**src/include/shl_pkg.sv**
```systemverilog
/*
 * Package for the host link register bank: offsets, field positions,
 * reset values, timing counts and the carrier structs.
 * Assumes a single 125 MHz clock domain.
 */
package shl_pkg;

	// Register byte offsets
	localparam logic [7:0] OFS_ROM_BASE    = 8'h34;
	localparam logic [7:0] OFS_FAIL_LOW    = 8'h38;
	localparam logic [7:0] OFS_FAIL_HIGH   = 8'h3C;
	localparam logic [7:0] OFS_VENDOR      = 8'h40;
	localparam logic [7:0] OFS_CTRL_SET    = 8'h50;
	localparam logic [7:0] OFS_CTRL_CLR    = 8'h54;
	localparam logic [7:0] OFS_REPORT_PTR  = 8'h64;
	localparam logic [7:0] OFS_REPORT_CNT  = 8'h68;
	localparam logic [7:0] OFS_UPPER_SET   = 8'h70;
	localparam logic [7:0] OFS_UPPER_CLR   = 8'h74;
	localparam logic [7:0] OFS_LOWER_SET   = 8'h78;
	localparam logic [7:0] OFS_LOWER_CLR   = 8'h7C;

	// Control flag positions
	localparam int BIT_SWAP     = 30;
	localparam int BIT_OWNER    = 23;
	localparam int BIT_ENHANCE  = 22;
	localparam int BIT_LPS      = 19;
	localparam int BIT_POSTING  = 18;
	localparam int BIT_ONLINE   = 17;
	localparam int BIT_REINIT   = 16;

	// Writable masks
	localparam logic [31:0] CTRL_SET_MASK  = 32'h404F_0000;
	localparam logic [31:0] CTRL_CLR_MASK  = 32'h40CE_0000;
	localparam logic [31:0] ROM_BASE_MASK  = 32'hFFFF_FC00;
	localparam logic [31:0] PTR_MASK       = 32'hFFFF_F800;
	localparam logic [31:0] ZERO_WORD      = 32'h0000_0000;

	// Reset values
	localparam logic [31:0] CTRL_RESET     = 32'h0000_0000;
	localparam logic [31:0] MASK_RESET     = 32'h0000_0000;

	// ROM window: upper 38 offset bits of 48'hFFFF_F000_0400..07FF
	localparam logic [47:0] ROM_WIN_LO     = 48'hFFFF_F000_0400;
	localparam logic [47:0] ROM_WIN_HI     = 48'hFFFF_F000_07FF;
	localparam int          ROM_OFS_BITS   = 10;

	// Count register fields
	localparam int          CNT_ERR_BIT    = 31;
	localparam int          GEN_LSB        = 16;
	localparam int          SIZE_LSB       = 2;
	localparam logic [7:0]  GEN_MAX        = 8'hFF;
	localparam logic [8:0]  SIZE_ONE       = 9'h001;
	localparam logic [7:0]  GEN_ONE        = 8'h01;

	// Local reinit duration
	localparam int REINIT_NS      = 64;
	localparam int CLK_PERIOD_NS  = 8;
	localparam int REINIT_CYCLES  = (REINIT_NS + CLK_PERIOD_NS - 1) / CLK_PERIOD_NS;
	localparam logic [3:0] REINIT_LOAD = 4'(REINIT_CYCLES);

	// Arbitrary neutral vendor value
	localparam logic [31:0] VENDOR_VALUE   = 32'h0000_0000;

	// Register access request
	typedef struct packed {
		logic        rd;
		logic        wr;
		logic [7:0]  addr;
		logic [31:0] wdata;
	} shl_bus_s;

	// Failed posted write report
	typedef struct packed {
		logic        fail;
		logic [15:0] requester;
		logic [47:0] dest;
	} shl_fail_s;

	// Node report reception events
	typedef struct packed {
		logic        bus_reset;
		logic        begin_rx;
		logic        quadlet;
		logic        done;
		logic        error;
	} shl_report_s;

	typedef enum logic [1:0] {
		RS_IDLE = 2'b01,
		RS_BUSY = 2'b10
	} shl_reinit_e;

endpackage

```
**src/logic/shl_regs.sv**
```systemverilog
/*
 * Host link register bank: ROM window base and address forming,
 * failed posted write capture, vendor register, controller flags,
 * node report pointer and counters, receive channel masks.
 * Assumes a one-cycle register strobe interface, synchronous to ref_clk.
 */
//
// Functional notes
// - ROM window read address is base bits 31:10 plus low ten offset bits.
// - Failed posted write captures low 32 destination offset bits, read-only.
// - High capture holds requester in 31:16, upper offset bits in 15:0.
// - Vendor register is read-only fixed value; writes ignored.
// - Controller flags use set view at 50h, clear view at 54h.
// - Set view ones set, clear view ones clear, zeros leave bits.
// - Bit 30 selects byte swapping of DMA data.
// - Bit 23 ownership loads from EEPROM, software may only clear it.
// - Bit 19 zero blocks link-to-PHY communication.
// - Bit 18 enables posted writes.
// - Link enable clears on resets; zero disconnects from bus.
// - Soft reset reinitialises state, flushes FIFOs, resets registers.
// - Soft reset bit reads one while in progress, then zero.
// - Report pointer 2 Kbyte aligned; bits 31:11 writable, rest zero.
// - Count bit 31 flags latest reception error, clears on clean one.
// - Generation field increments per bus reset, wraps after 255.
// - Size field counts quadlets written, clears when reception begins.
// - Upper channel mask pair at 70h/74h, bit n is channel n+32.
// - Lower channel mask pair at 78h/7Ch, channels 0 to 31.
`timescale 1ns/1ps

module shl_regs
	import shl_pkg::*;
(
	input  wire logic        ref_clk,        // System clock
	input  wire logic        rst,            // Synchronous reset, high
	input  wire shl_bus_s    bus,            // Register access strobe
	output logic [31:0]      rdata,          // Read data, one cycle later
	output logic             rvalid,         // Read data valid pulse
	input  wire logic        eeprom_load,    // EEPROM load strobe
	input  wire logic        eeprom_owner,   // EEPROM ownership value
	input  wire logic        rom_rd,         // ROM window read request
	input  wire logic [47:0] rom_offset,     // Bus offset of that read
	output logic [31:0]      rom_host_addr,  // Formed host address
	output logic             rom_addr_valid, // Address valid pulse
	input  wire shl_fail_s   fail,           // Failed posted write report
	input  wire shl_report_s report,         // Node report events
	output logic             swap_select,    // Byte swap control
	output logic             enhanced_features_on, // Enhanced PHY features
	output logic             phy_comm_allow, // Link-to-PHY allowed
	output logic             write_posting_on, // Posted writes enabled
	output logic             node_online,    // Connected to bus
	output logic             local_reinit,   // Flush and reset, held high through soft reset
	output logic [31:0]      upper_channel_mask, // Channels 63..32
	output logic [31:0]      lower_channel_mask  // Channels 31..0
);

	////////////////////////////////////////////////////////////////////
	// Decode helpers

	// One address compare used by every write path
	function automatic logic hit(input shl_bus_s b, input logic [7:0] ofs);
		hit = b.wr && (b.addr == ofs);
	endfunction

	// Set/clear update shared by all pairs
	function automatic logic [31:0] set_clear(input logic [31:0] cur,
			input logic [31:0] s, input logic [31:0] c);
		set_clear = (cur | s) & ~c;
	endfunction

	////////////////////////////////////////////////////////////////////
	// State

	logic [31:0] rom_base, next_rom_base;
	logic [31:0] fail_low, next_fail_low;
	logic [31:0] fail_high, next_fail_high;
	logic [31:0] ctrl, next_ctrl;
	logic [31:0] report_ptr, next_report_ptr;
	logic        report_fault, next_report_fault;
	logic [7:0]  generation, next_generation;
	logic [8:0]  quadlets, next_quadlets;
	logic [31:0] upper_mask, next_upper_mask;
	logic [31:0] lower_mask, next_lower_mask;
	shl_reinit_e rstate, next_rstate;
	logic [3:0]  rcount, next_rcount;
	logic [31:0] next_rdata;
	logic        next_rvalid;
	logic [31:0] next_rom_host_addr;
	logic        next_rom_addr_valid;
	logic        clr_all;

	// Soft reset returns registers to hardware values too
	assign clr_all = rst || (rstate == RS_BUSY);

	////////////////////////////////////////////////////////////////////
	// Soft reset sequencer

	// Holds the reinit for a fixed time so downstream FIFOs can drain
	always_comb begin
		next_rstate = rstate;
		next_rcount = rcount;
		case (rstate)
			RS_IDLE: begin
				if (hit(bus, OFS_CTRL_SET) && bus.wdata[BIT_REINIT]) begin
					next_rstate = RS_BUSY;
					next_rcount = REINIT_LOAD;
				end
			end
			RS_BUSY: begin
				next_rcount = rcount - 4'h1;
				if (rcount == 4'h1) begin
					next_rstate = RS_IDLE;
				end
			end
			default: begin
				next_rstate = RS_IDLE;
			end
		endcase
	end

	always_ff @(posedge ref_clk) begin
		if (rst) begin
			rstate <= RS_IDLE;
			rcount <= 4'h0;
		end else begin
			rstate <= next_rstate;
			rcount <= next_rcount;
		end
	end

	////////////////////////////////////////////////////////////////////
	// Controller flags

	// Ownership only clears from software; EEPROM may load it
	always_comb begin
		logic [31:0] s;
		logic [31:0] c;
		s = ZERO_WORD;
		c = ZERO_WORD;
		if (hit(bus, OFS_CTRL_SET)) begin
			s = bus.wdata & CTRL_SET_MASK;
		end
		if (hit(bus, OFS_CTRL_CLR)) begin
			c = bus.wdata & CTRL_CLR_MASK;
		end
		s[BIT_REINIT] = 1'b0;
		next_ctrl = set_clear(ctrl, s, c);
		if (eeprom_load) begin
			next_ctrl[BIT_OWNER] = eeprom_owner;
		end
		next_ctrl[BIT_REINIT] = (next_rstate == RS_BUSY);
		if (clr_all && !(rstate == RS_IDLE && next_rstate == RS_BUSY)) begin
			next_ctrl = CTRL_RESET;
			next_ctrl[BIT_REINIT] = (next_rstate == RS_BUSY);
		end
		if (rst) begin
			next_ctrl = CTRL_RESET;
		end
	end

	always_ff @(posedge ref_clk) begin
		ctrl <= next_ctrl;
	end

	////////////////////////////////////////////////////////////////////
	// ROM base, pointer, channel masks

	always_comb begin
		next_rom_base   = rom_base;
		next_report_ptr = report_ptr;
		if (hit(bus, OFS_ROM_BASE)) begin
			next_rom_base = bus.wdata & ROM_BASE_MASK;
		end
		if (hit(bus, OFS_REPORT_PTR)) begin
			next_report_ptr = bus.wdata & PTR_MASK;
		end
		next_upper_mask = set_clear(upper_mask,
			hit(bus, OFS_UPPER_SET) ? bus.wdata : ZERO_WORD,
			hit(bus, OFS_UPPER_CLR) ? bus.wdata : ZERO_WORD);
		next_lower_mask = set_clear(lower_mask,
			hit(bus, OFS_LOWER_SET) ? bus.wdata : ZERO_WORD,
			hit(bus, OFS_LOWER_CLR) ? bus.wdata : ZERO_WORD);
		if (clr_all) begin
			next_rom_base   = ZERO_WORD;
			next_report_ptr = ZERO_WORD;
			next_upper_mask = MASK_RESET;
			next_lower_mask = MASK_RESET;
		end
	end

	always_ff @(posedge ref_clk) begin
		rom_base   <= next_rom_base;
		report_ptr <= next_report_ptr;
		upper_mask <= next_upper_mask;
		lower_mask <= next_lower_mask;
	end

	////////////////////////////////////////////////////////////////////
	// Failed posted write capture

	// Capture only while posting is on; software cannot write these
	always_comb begin
		next_fail_low  = fail_low;
		next_fail_high = fail_high;
		if (fail.fail && ctrl[BIT_POSTING]) begin
			next_fail_low  = fail.dest[31:0];
			next_fail_high = {fail.requester, fail.dest[47:32]};
		end
		if (clr_all) begin
			next_fail_low  = ZERO_WORD;
			next_fail_high = ZERO_WORD;
		end
	end

	always_ff @(posedge ref_clk) begin
		fail_low  <= next_fail_low;
		fail_high <= next_fail_high;
	end

	////////////////////////////////////////////////////////////////////
	// Node report counters

	// Events ignored while offline, since no packets are received then
	always_comb begin
		next_report_fault = report_fault;
		next_generation   = generation;
		next_quadlets     = quadlets;
		if (ctrl[BIT_ONLINE]) begin
			if (report.bus_reset) begin
				next_generation = (generation == GEN_MAX) ? 8'h00
					: generation + GEN_ONE;
			end
			if (report.begin_rx) begin
				next_quadlets = 9'h000;
			end else if (report.quadlet) begin
				next_quadlets = quadlets + SIZE_ONE;
			end
			if (report.done) begin
				next_report_fault = report.error;
			end
		end
		if (clr_all) begin
			next_report_fault = 1'b0;
			next_generation   = 8'h00;
			next_quadlets     = 9'h000;
		end
	end

	always_ff @(posedge ref_clk) begin
		report_fault <= next_report_fault;
		generation   <= next_generation;
		quadlets     <= next_quadlets;
	end

	////////////////////////////////////////////////////////////////////
	// ROM window address forming

	// One cycle latency; out-of-window offsets give no valid pulse
	always_comb begin
		next_rom_addr_valid = 1'b0;
		next_rom_host_addr  = rom_host_addr;
		if (rom_rd && node_online && rom_offset >= ROM_WIN_LO
				&& rom_offset <= ROM_WIN_HI) begin
			next_rom_addr_valid = 1'b1;
			next_rom_host_addr  = rom_base
				+ {22'h0, rom_offset[ROM_OFS_BITS-1:0]};
		end
		if (rst) begin
			next_rom_addr_valid = 1'b0;
			next_rom_host_addr  = ZERO_WORD;
		end
	end

	always_ff @(posedge ref_clk) begin
		rom_addr_valid <= next_rom_addr_valid;
		rom_host_addr  <= next_rom_host_addr;
	end

	////////////////////////////////////////////////////////////////////
	// Read mux

	// Both views of each pair return the stored value
	always_comb begin
		next_rvalid = bus.rd && !rst;
		next_rdata  = ZERO_WORD;
		if (bus.addr == OFS_ROM_BASE) begin
			next_rdata = rom_base;
		end else if (bus.addr == OFS_FAIL_LOW) begin
			next_rdata = fail_low;
		end else if (bus.addr == OFS_FAIL_HIGH) begin
			next_rdata = fail_high;
		end else if (bus.addr == OFS_VENDOR) begin
			next_rdata = VENDOR_VALUE;
		end else if (bus.addr == OFS_CTRL_SET || bus.addr == OFS_CTRL_CLR) begin
			next_rdata = ctrl;
		end else if (bus.addr == OFS_REPORT_PTR) begin
			next_rdata = report_ptr;
		end else if (bus.addr == OFS_REPORT_CNT) begin
			next_rdata = ZERO_WORD;
			next_rdata[CNT_ERR_BIT] = report_fault;
			next_rdata[GEN_LSB +: 8] = generation;
			next_rdata[SIZE_LSB +: 9] = quadlets;
		end else if (bus.addr == OFS_UPPER_SET || bus.addr == OFS_UPPER_CLR) begin
			next_rdata = upper_mask;
		end else if (bus.addr == OFS_LOWER_SET || bus.addr == OFS_LOWER_CLR) begin
			next_rdata = lower_mask;
		end
		if (!bus.rd || rst) begin
			next_rdata = ZERO_WORD;
		end
	end

	always_ff @(posedge ref_clk) begin
		rdata  <= next_rdata;
		rvalid <= next_rvalid;
	end

	////////////////////////////////////////////////////////////////////
	// Control outputs, registered

	always_ff @(posedge ref_clk) begin
		swap_select          <= next_ctrl[BIT_SWAP];
		enhanced_features_on <= next_ctrl[BIT_ENHANCE];
		phy_comm_allow       <= next_ctrl[BIT_LPS];
		write_posting_on     <= next_ctrl[BIT_POSTING];
		node_online          <= next_ctrl[BIT_ONLINE];
		local_reinit         <= next_ctrl[BIT_REINIT];
		upper_channel_mask   <= next_upper_mask;
		lower_channel_mask   <= next_lower_mask;
	end
endmodule

```
**config.mk**
```make
export PLATFORM = sky130hd
export DESIGN_NAME = shl_regs
export DESIGN_NICKNAME = d
export VERILOG_FILES = /design/src/include/shl_pkg.sv /design/src/logic/shl_regs.sv
export SDC_FILE = /design/constraint.sdc
export NUM_CORES = 1
export LEC_CHECK = 0
export BUFFER_PORTS_ARGS = -buffer_cell sky130_fd_sc_hd__buf_2
export CELL_PAD_IN_SITES_DETAIL_PLACEMENT = 0
export CELL_PAD_IN_SITES_GLOBAL_PLACEMENT = 1
export CORE_MARGIN = 2
export CORE_UTILIZATION = 39
export CTS_CLUSTER_DIAMETER = 60
export DETAILED_ROUTE_END_ITERATION = 6
export PLACE_DENSITY = 0.76
export SYNTH_ARGS = -nofsm -noshare
export SYNTH_HDL_FRONTEND = slang
export SYNTH_SLANG_ARGS = --single-unit
```
**constraint.sdc**
```tcl
create_clock -name ref_clk -period 2.63 [get_ports ref_clk]
set_input_delay 0.263 -clock ref_clk [delete_from_list [all_inputs] [get_ports ref_clk]]
set_output_delay 0.263 -clock ref_clk [all_outputs]
set_load 0.02 [all_outputs]
```
# ---- After elaboration in Yosys (flattened, before gate mapping)
# Index checks and enable logic that the tools add are counted.
dict set report op_classes {
  eq_ne 18
  n_reduce_logical 32
  add_sub_neg 4
  n_bitwise 9
  mux 27
  n_lt_le_gt_ge 2
}
# operator n
set ops {}
lappend ops {{32-bit 2-to-1 mux} 13}
lappend ops {{31-bit 2-to-1 mux} 4}
lappend ops {{32-bit bitwise AND} 3}
lappend ops {{32-bit NOT} 3}
lappend ops {{32-bit bitwise OR} 3}
lappend ops {{8-bit by 7-bit equality test with 1-bit output, second input constant} 9}
lappend ops {{48-bit >= comparator, second input constant} 1}
lappend ops {{48-bit <= comparator, second input constant} 1}
lappend ops {{32-bit by 10-bit adder with 32-bit output} 1}
lappend ops {{8-bit by 6-bit equality test with 1-bit output, second input constant} 3}
lappend ops {{9-bit 2-to-1 mux} 2}
lappend ops {{1-bit logical AND} 16}
lappend ops {{9-bit by 1-bit adder with 9-bit output, second input constant} 1}
lappend ops {{8-bit by 1-bit adder with 8-bit output, second input constant} 1}
lappend ops {{8-bit equality test, second input constant} 1}
lappend ops {{8-bit 2-to-1 mux} 1}
lappend ops {{4-bit one-hot mux with 2 select lines} 1}
lappend ops {{2-bit AND reduction} 4}
lappend ops {{1-bit logical OR} 5}
lappend ops {{2-bit equality test, second input constant} 2}
lappend ops {{4-bit by 1-bit equality test with 1-bit output, second input constant} 1}
lappend ops {{2-bit 2-to-1 mux} 2}
lappend ops {{4-bit 2-to-1 mux} 1}
lappend ops {{2-bit one-hot mux with 2 select lines} 1}
lappend ops {{other kinds (7)} 12}
dict set report word_totals {
  word_cells 116
  inputBits 165
  ff_bits 299
  output_inout_bits 136
}

# ---- Logic depth before layout (Yosys ltp)
dict set report logic_depth {
  ltp_word 11
  ltp_mapped 8
  ltp_nobuf 7
}

# ---- Worst setup path before layout
# No wires, ideal clock.
dict set report synth_timing {
  kind {register to register}
  startpoint {register rstate[0]}
  endpoint {register fail_low[15]}
  path_stages_with_launch 9
  required_time_ps 2498
  setup_time_ps 132
  arrival_ps 1729
  path_buffers 4
  period_less_slack_ps 1861
  setup_slack_ps 769
  cell_sequence {dfxtp_1 > inv_1 > ha_1 > clkbuf_1 > or2_2 > clkbuf_1 > clkbuf_1 > clkbuf_1 > a21oi_1}
}
dict set report synth_via {
  elab_chain_len 2
}
# item line
set synth_rtl {}
lappend synth_rtl {{from (decl)} shl_regs.sv:83} ;# shl_reinit_e rstate, next_rstate;
lappend synth_rtl {{from (signal assigned)} shl_regs.sv:125} ;# rstate <= next_rstate;
lappend synth_rtl {{2-bit equality test} shl_regs.sv:92} ;# assign clr_all = rst || (rstate == RS_BUSY);
lappend synth_rtl {{1-bit logical OR} shl_regs.sv:92}
lappend synth_rtl {{to (signal assigned)} shl_regs.sv:215} ;# fail_low <= next_fail_low;
lappend synth_rtl {{to (decl)} shl_regs.sv:74} ;# logic [31:0] fail_low, next_fail_low;
# No other way between the ends.
# A chain may end at the register's enable or synchronous reset.

# ---- Worst setup path after layout
dict set report layout_timing {
  startpoint {register rstate[0]}
  endpoint {register report_fault}
}
dict set report layout_via {
  elab_chain_len 2
}
# item line
set layout_rtl {}
lappend layout_rtl {{2-bit equality test} shl_regs.sv:92}
lappend layout_rtl {{1-bit logical OR} shl_regs.sv:92}
lappend layout_rtl {{to (signal assigned)} shl_regs.sv:249} ;# report_fault <= next_report_fault;
lappend layout_rtl {{to (decl)} shl_regs.sv:78} ;# logic report_fault, next_report_fault;
# No other way between the ends.

==> flow_summary.json <==
{
  "status": "complete, no violations",
  "die_w_um": 175,
  "synth_area_leader_cell": "dfxtp_1",
  "synthTopCellsByArea": "dfxtp_1, a21oi_1, nand2_1, mux2i_1, a211oi_2",
  "worst_pin_slew_ns": 0.782,
  "vdd_ir_drop_max_mv": 0.434,
  "initial_utilization_pct": 39.7,
  "grt_first_pass_wirelength_um": 63400,
  "cp-start-kind": "flip-flop",
  "post-cts-setup-buffers": 0,
  "grt_usage_pct": 26.3,
  "grt_max_degree": 66,
  "nNetsFinal": 1893,
  "drtAntennaViolNets": 0,
  "ys_seq_elements": 268,
  "cp_max_fo": 51,
  "synth_cell_type_count": 64,
  "syn_area_per_cell_um2": 8.46,
  "fill_cells": 2776,
  "ys_warn_count": 0,
  "synth_compound_area_share_pct": 25.1,
  "p_leak_nw": 6.39,
  "period_share_pct": 87.1,
  "hold_violations": 0,
  "crit_type": "flip-flop to flip-flop",
  "required_ns": 3.05,
  "first_pass_iters": 6,
  "design_area_mm2": 0.0153,
  "place_congestion": 0.953,
  "detail_route.wl_per_cell_um": 19.9,
  "synth-xor-area-share_pct": 0.840,
  "clk_path_buf_depth": 3,
  "synth_top_area_share_pct": 46.8,
  "muxShareOfSynthArea_pct": 4.75,
  "tns_ns": 0,
  "row_count": 62,
  "syn_inst": 1355,
  "fin_util_pct": 53.1,
  "syn_area_mm2": 0.0115,
  "maxSlewViolCount": 0,
  "ios": 301,
  "core_mm2": 0.0289,
  "cts_root_buffer": "clkbuf_16",
  "drv_cap": 0,
  "setup_violations": 0,
  "grt_pass1_vias": 10605,
  "power.density_mw_per_mm2": 584,
  "critPathCaptureType": "flip-flop",
  "power_mw": 8.94,
  "mostFrequentLayoutCells": "buf_2, nand2_1, dfxtp_1",
  "routed_wl_um": 42300,
  "final_common_cell": "buf_2",
  "dp.cells": 1980,
  "antenna_found_initial": 0,
  "dp.final_hpwl_um": 30900,
  "cts-buffers-inserted": 29,
  "skew_ns": 0.0167,
  "area_growth_pct": 33.6,
  "clk_pin_slew_ns": 0.06,
  "drive_gt1_share_pct": 25.0,
  "worst_skew_pair.late_latency_ns": 0.55,
  "arrival_ns": 2.71,
  "die_area_mm2": 0.0308,
  "synth_simple_gate_area_share_pct": 17.6,
  "synth_fa_ha_area_share_pct": 0.655,
  "post-route-min-period_ns": 2.29,
  "place_area_mm2": 0.0134,
  "synth_top_family_by_area": "compound AO/OA/AOI/OAI gates",
  "cts-resized-gates": 0,
  "hp-class": "primary input to flip-flop",
  "die_h_um": 175,
  "drt-vias-per-instance": 5.40,
  "fmax_ghz": 0.437,
  "synth_edf_count": 0,
  "h-tree-depth": 1,
  "synth_seq_area_share_pct": 46.8,
  "async_flop_share_pct": 0,
  "cts_hold_buf": 95,
  "cts_sinks": 268,
  "placement.io_buffers": 300,
  "syn-num-nets": 1526,
  "overflow": 0,
  "vias": 11476,
  "grt_setup_unrepaired": "false",
  "finalNonFillerCells": 2126,
  "drc": 0,
  "antennaDiodeCount": 0,
  "relSlewSlack_pct": 47.9,
  "cts_tree": "done",
  "drt-initial-drc-count": 1061,
  "ys.flop_type": "dfxtp_1"
}
-- stage by stage --
| step | worst slack [ns] | hold WS, ns |
|---|---|---|
| finish | 0.339 | 0.0137 |
| global route | 0.225 | 0.0123 |
| CTS | 0.376 | 0.000651 |
| detailed placement | 0.513 | 0.443 |
| global placement | 0.488 | 0.441 |
| floorplan | 0.769 | 0.356 |
-- worst paths after layout --
check,slack [ns],startpoint,end,depth (start not counted)
worst min register to register,0.45,fail_low[1]$_SDFFE_PP0P_,fail_low[1]$_SDFFE_PP0P_,2
worst max register to register,0.34,rstate[0]$_SDFF_PP1_,report_fault$_SDFFE_PP0P_,6
worst max-delay path,0.34,rstate[0]$_SDFF_PP1_,report_fault$_SDFFE_PP0P_,6
worst min-delay path,0.01,bus[21],upper_channel_mask[21]$_SDFF_PP0_,2
-- registers in the layout, indices dropped and copies added, names as in the netlist, 2 cells and up --
| name | count |
|---|---|
| rcount | 4 |
| lower_channel_mask | 32 |
| rdata | 32 |
| report_ptr | 21 |
| rstate | 2 |
| fail_low | 32 |
| upper_channel_mask | 32 |
| rom_host_addr | 32 |
| generation | 8 |
| quadlets | 9 |
| fail_high | 32 |
| rom_base | 22 |
| ctrl | 7 |
-- where the power goes --
group	total [mW]	switching [mW]	internal [mW]	leakage, nW
combinational	0.696	0.392	0.304	3.75
clock	4.14	1.66	2.47	0.482
sequential	4.10	0.0229	4.08	2.16
-- Yosys cell counts (all sizes together), types with 10 or more instances --
master and n:
nand2 276, dfxtp 268, a21oi 239, nor2 78, a211oi 64, clkbuf 55, o21ai 54, mux2i 51
buf 48, a22o 22, nand3 19, a221oi 16, a211o 11, nand2b 11, o31ai 11, o22ai 10
xor2 10
-- layer usage --
metal / vias to the layer above / global-route usage (%) / routed length (um)
met4: 0 / 6.51 / 1050
met3: 41 / 4.26 / 3680
li1: 5558 / - / -
met1: 5349 / 38.7 / 19600
met2: 528 / 40.3 / 18000
met5: - / 0 / 0
-- worst max-delay path: stages, from the launching register on --
cell,delay [ns]
dfxtp_1,0.35
inv_1,0.10
ha_1,0.35
or2_4,0.43
buf_12,0.29
a21oi_1,0.06
dlygate4sd3_1,0.56
-- cell type report --
type                            count  area [um^2]  area share, %
Clock buffer                       43          868           5.67
Clock inverter                      8          105          0.686
Tap cell                          384          480           3.14
Timing Repair Buffer              439         2820           18.4
Multi-Input combinational cell    974         5640           36.8
Inverter                           10         37.5          0.245
Sequential cell                   268         5370           35.0
-- cell families after synthesis --
group / count (synthesis)
adders and majority gates: 6
AOI/OAI and AO/OA: 455
DFF: 268
and+or+nand+nor: 448
xor gates and xnor gates: 11
muxes: 54
buffers and inverters: 113
No activity file was read; power rests on OpenSTA's default activity.
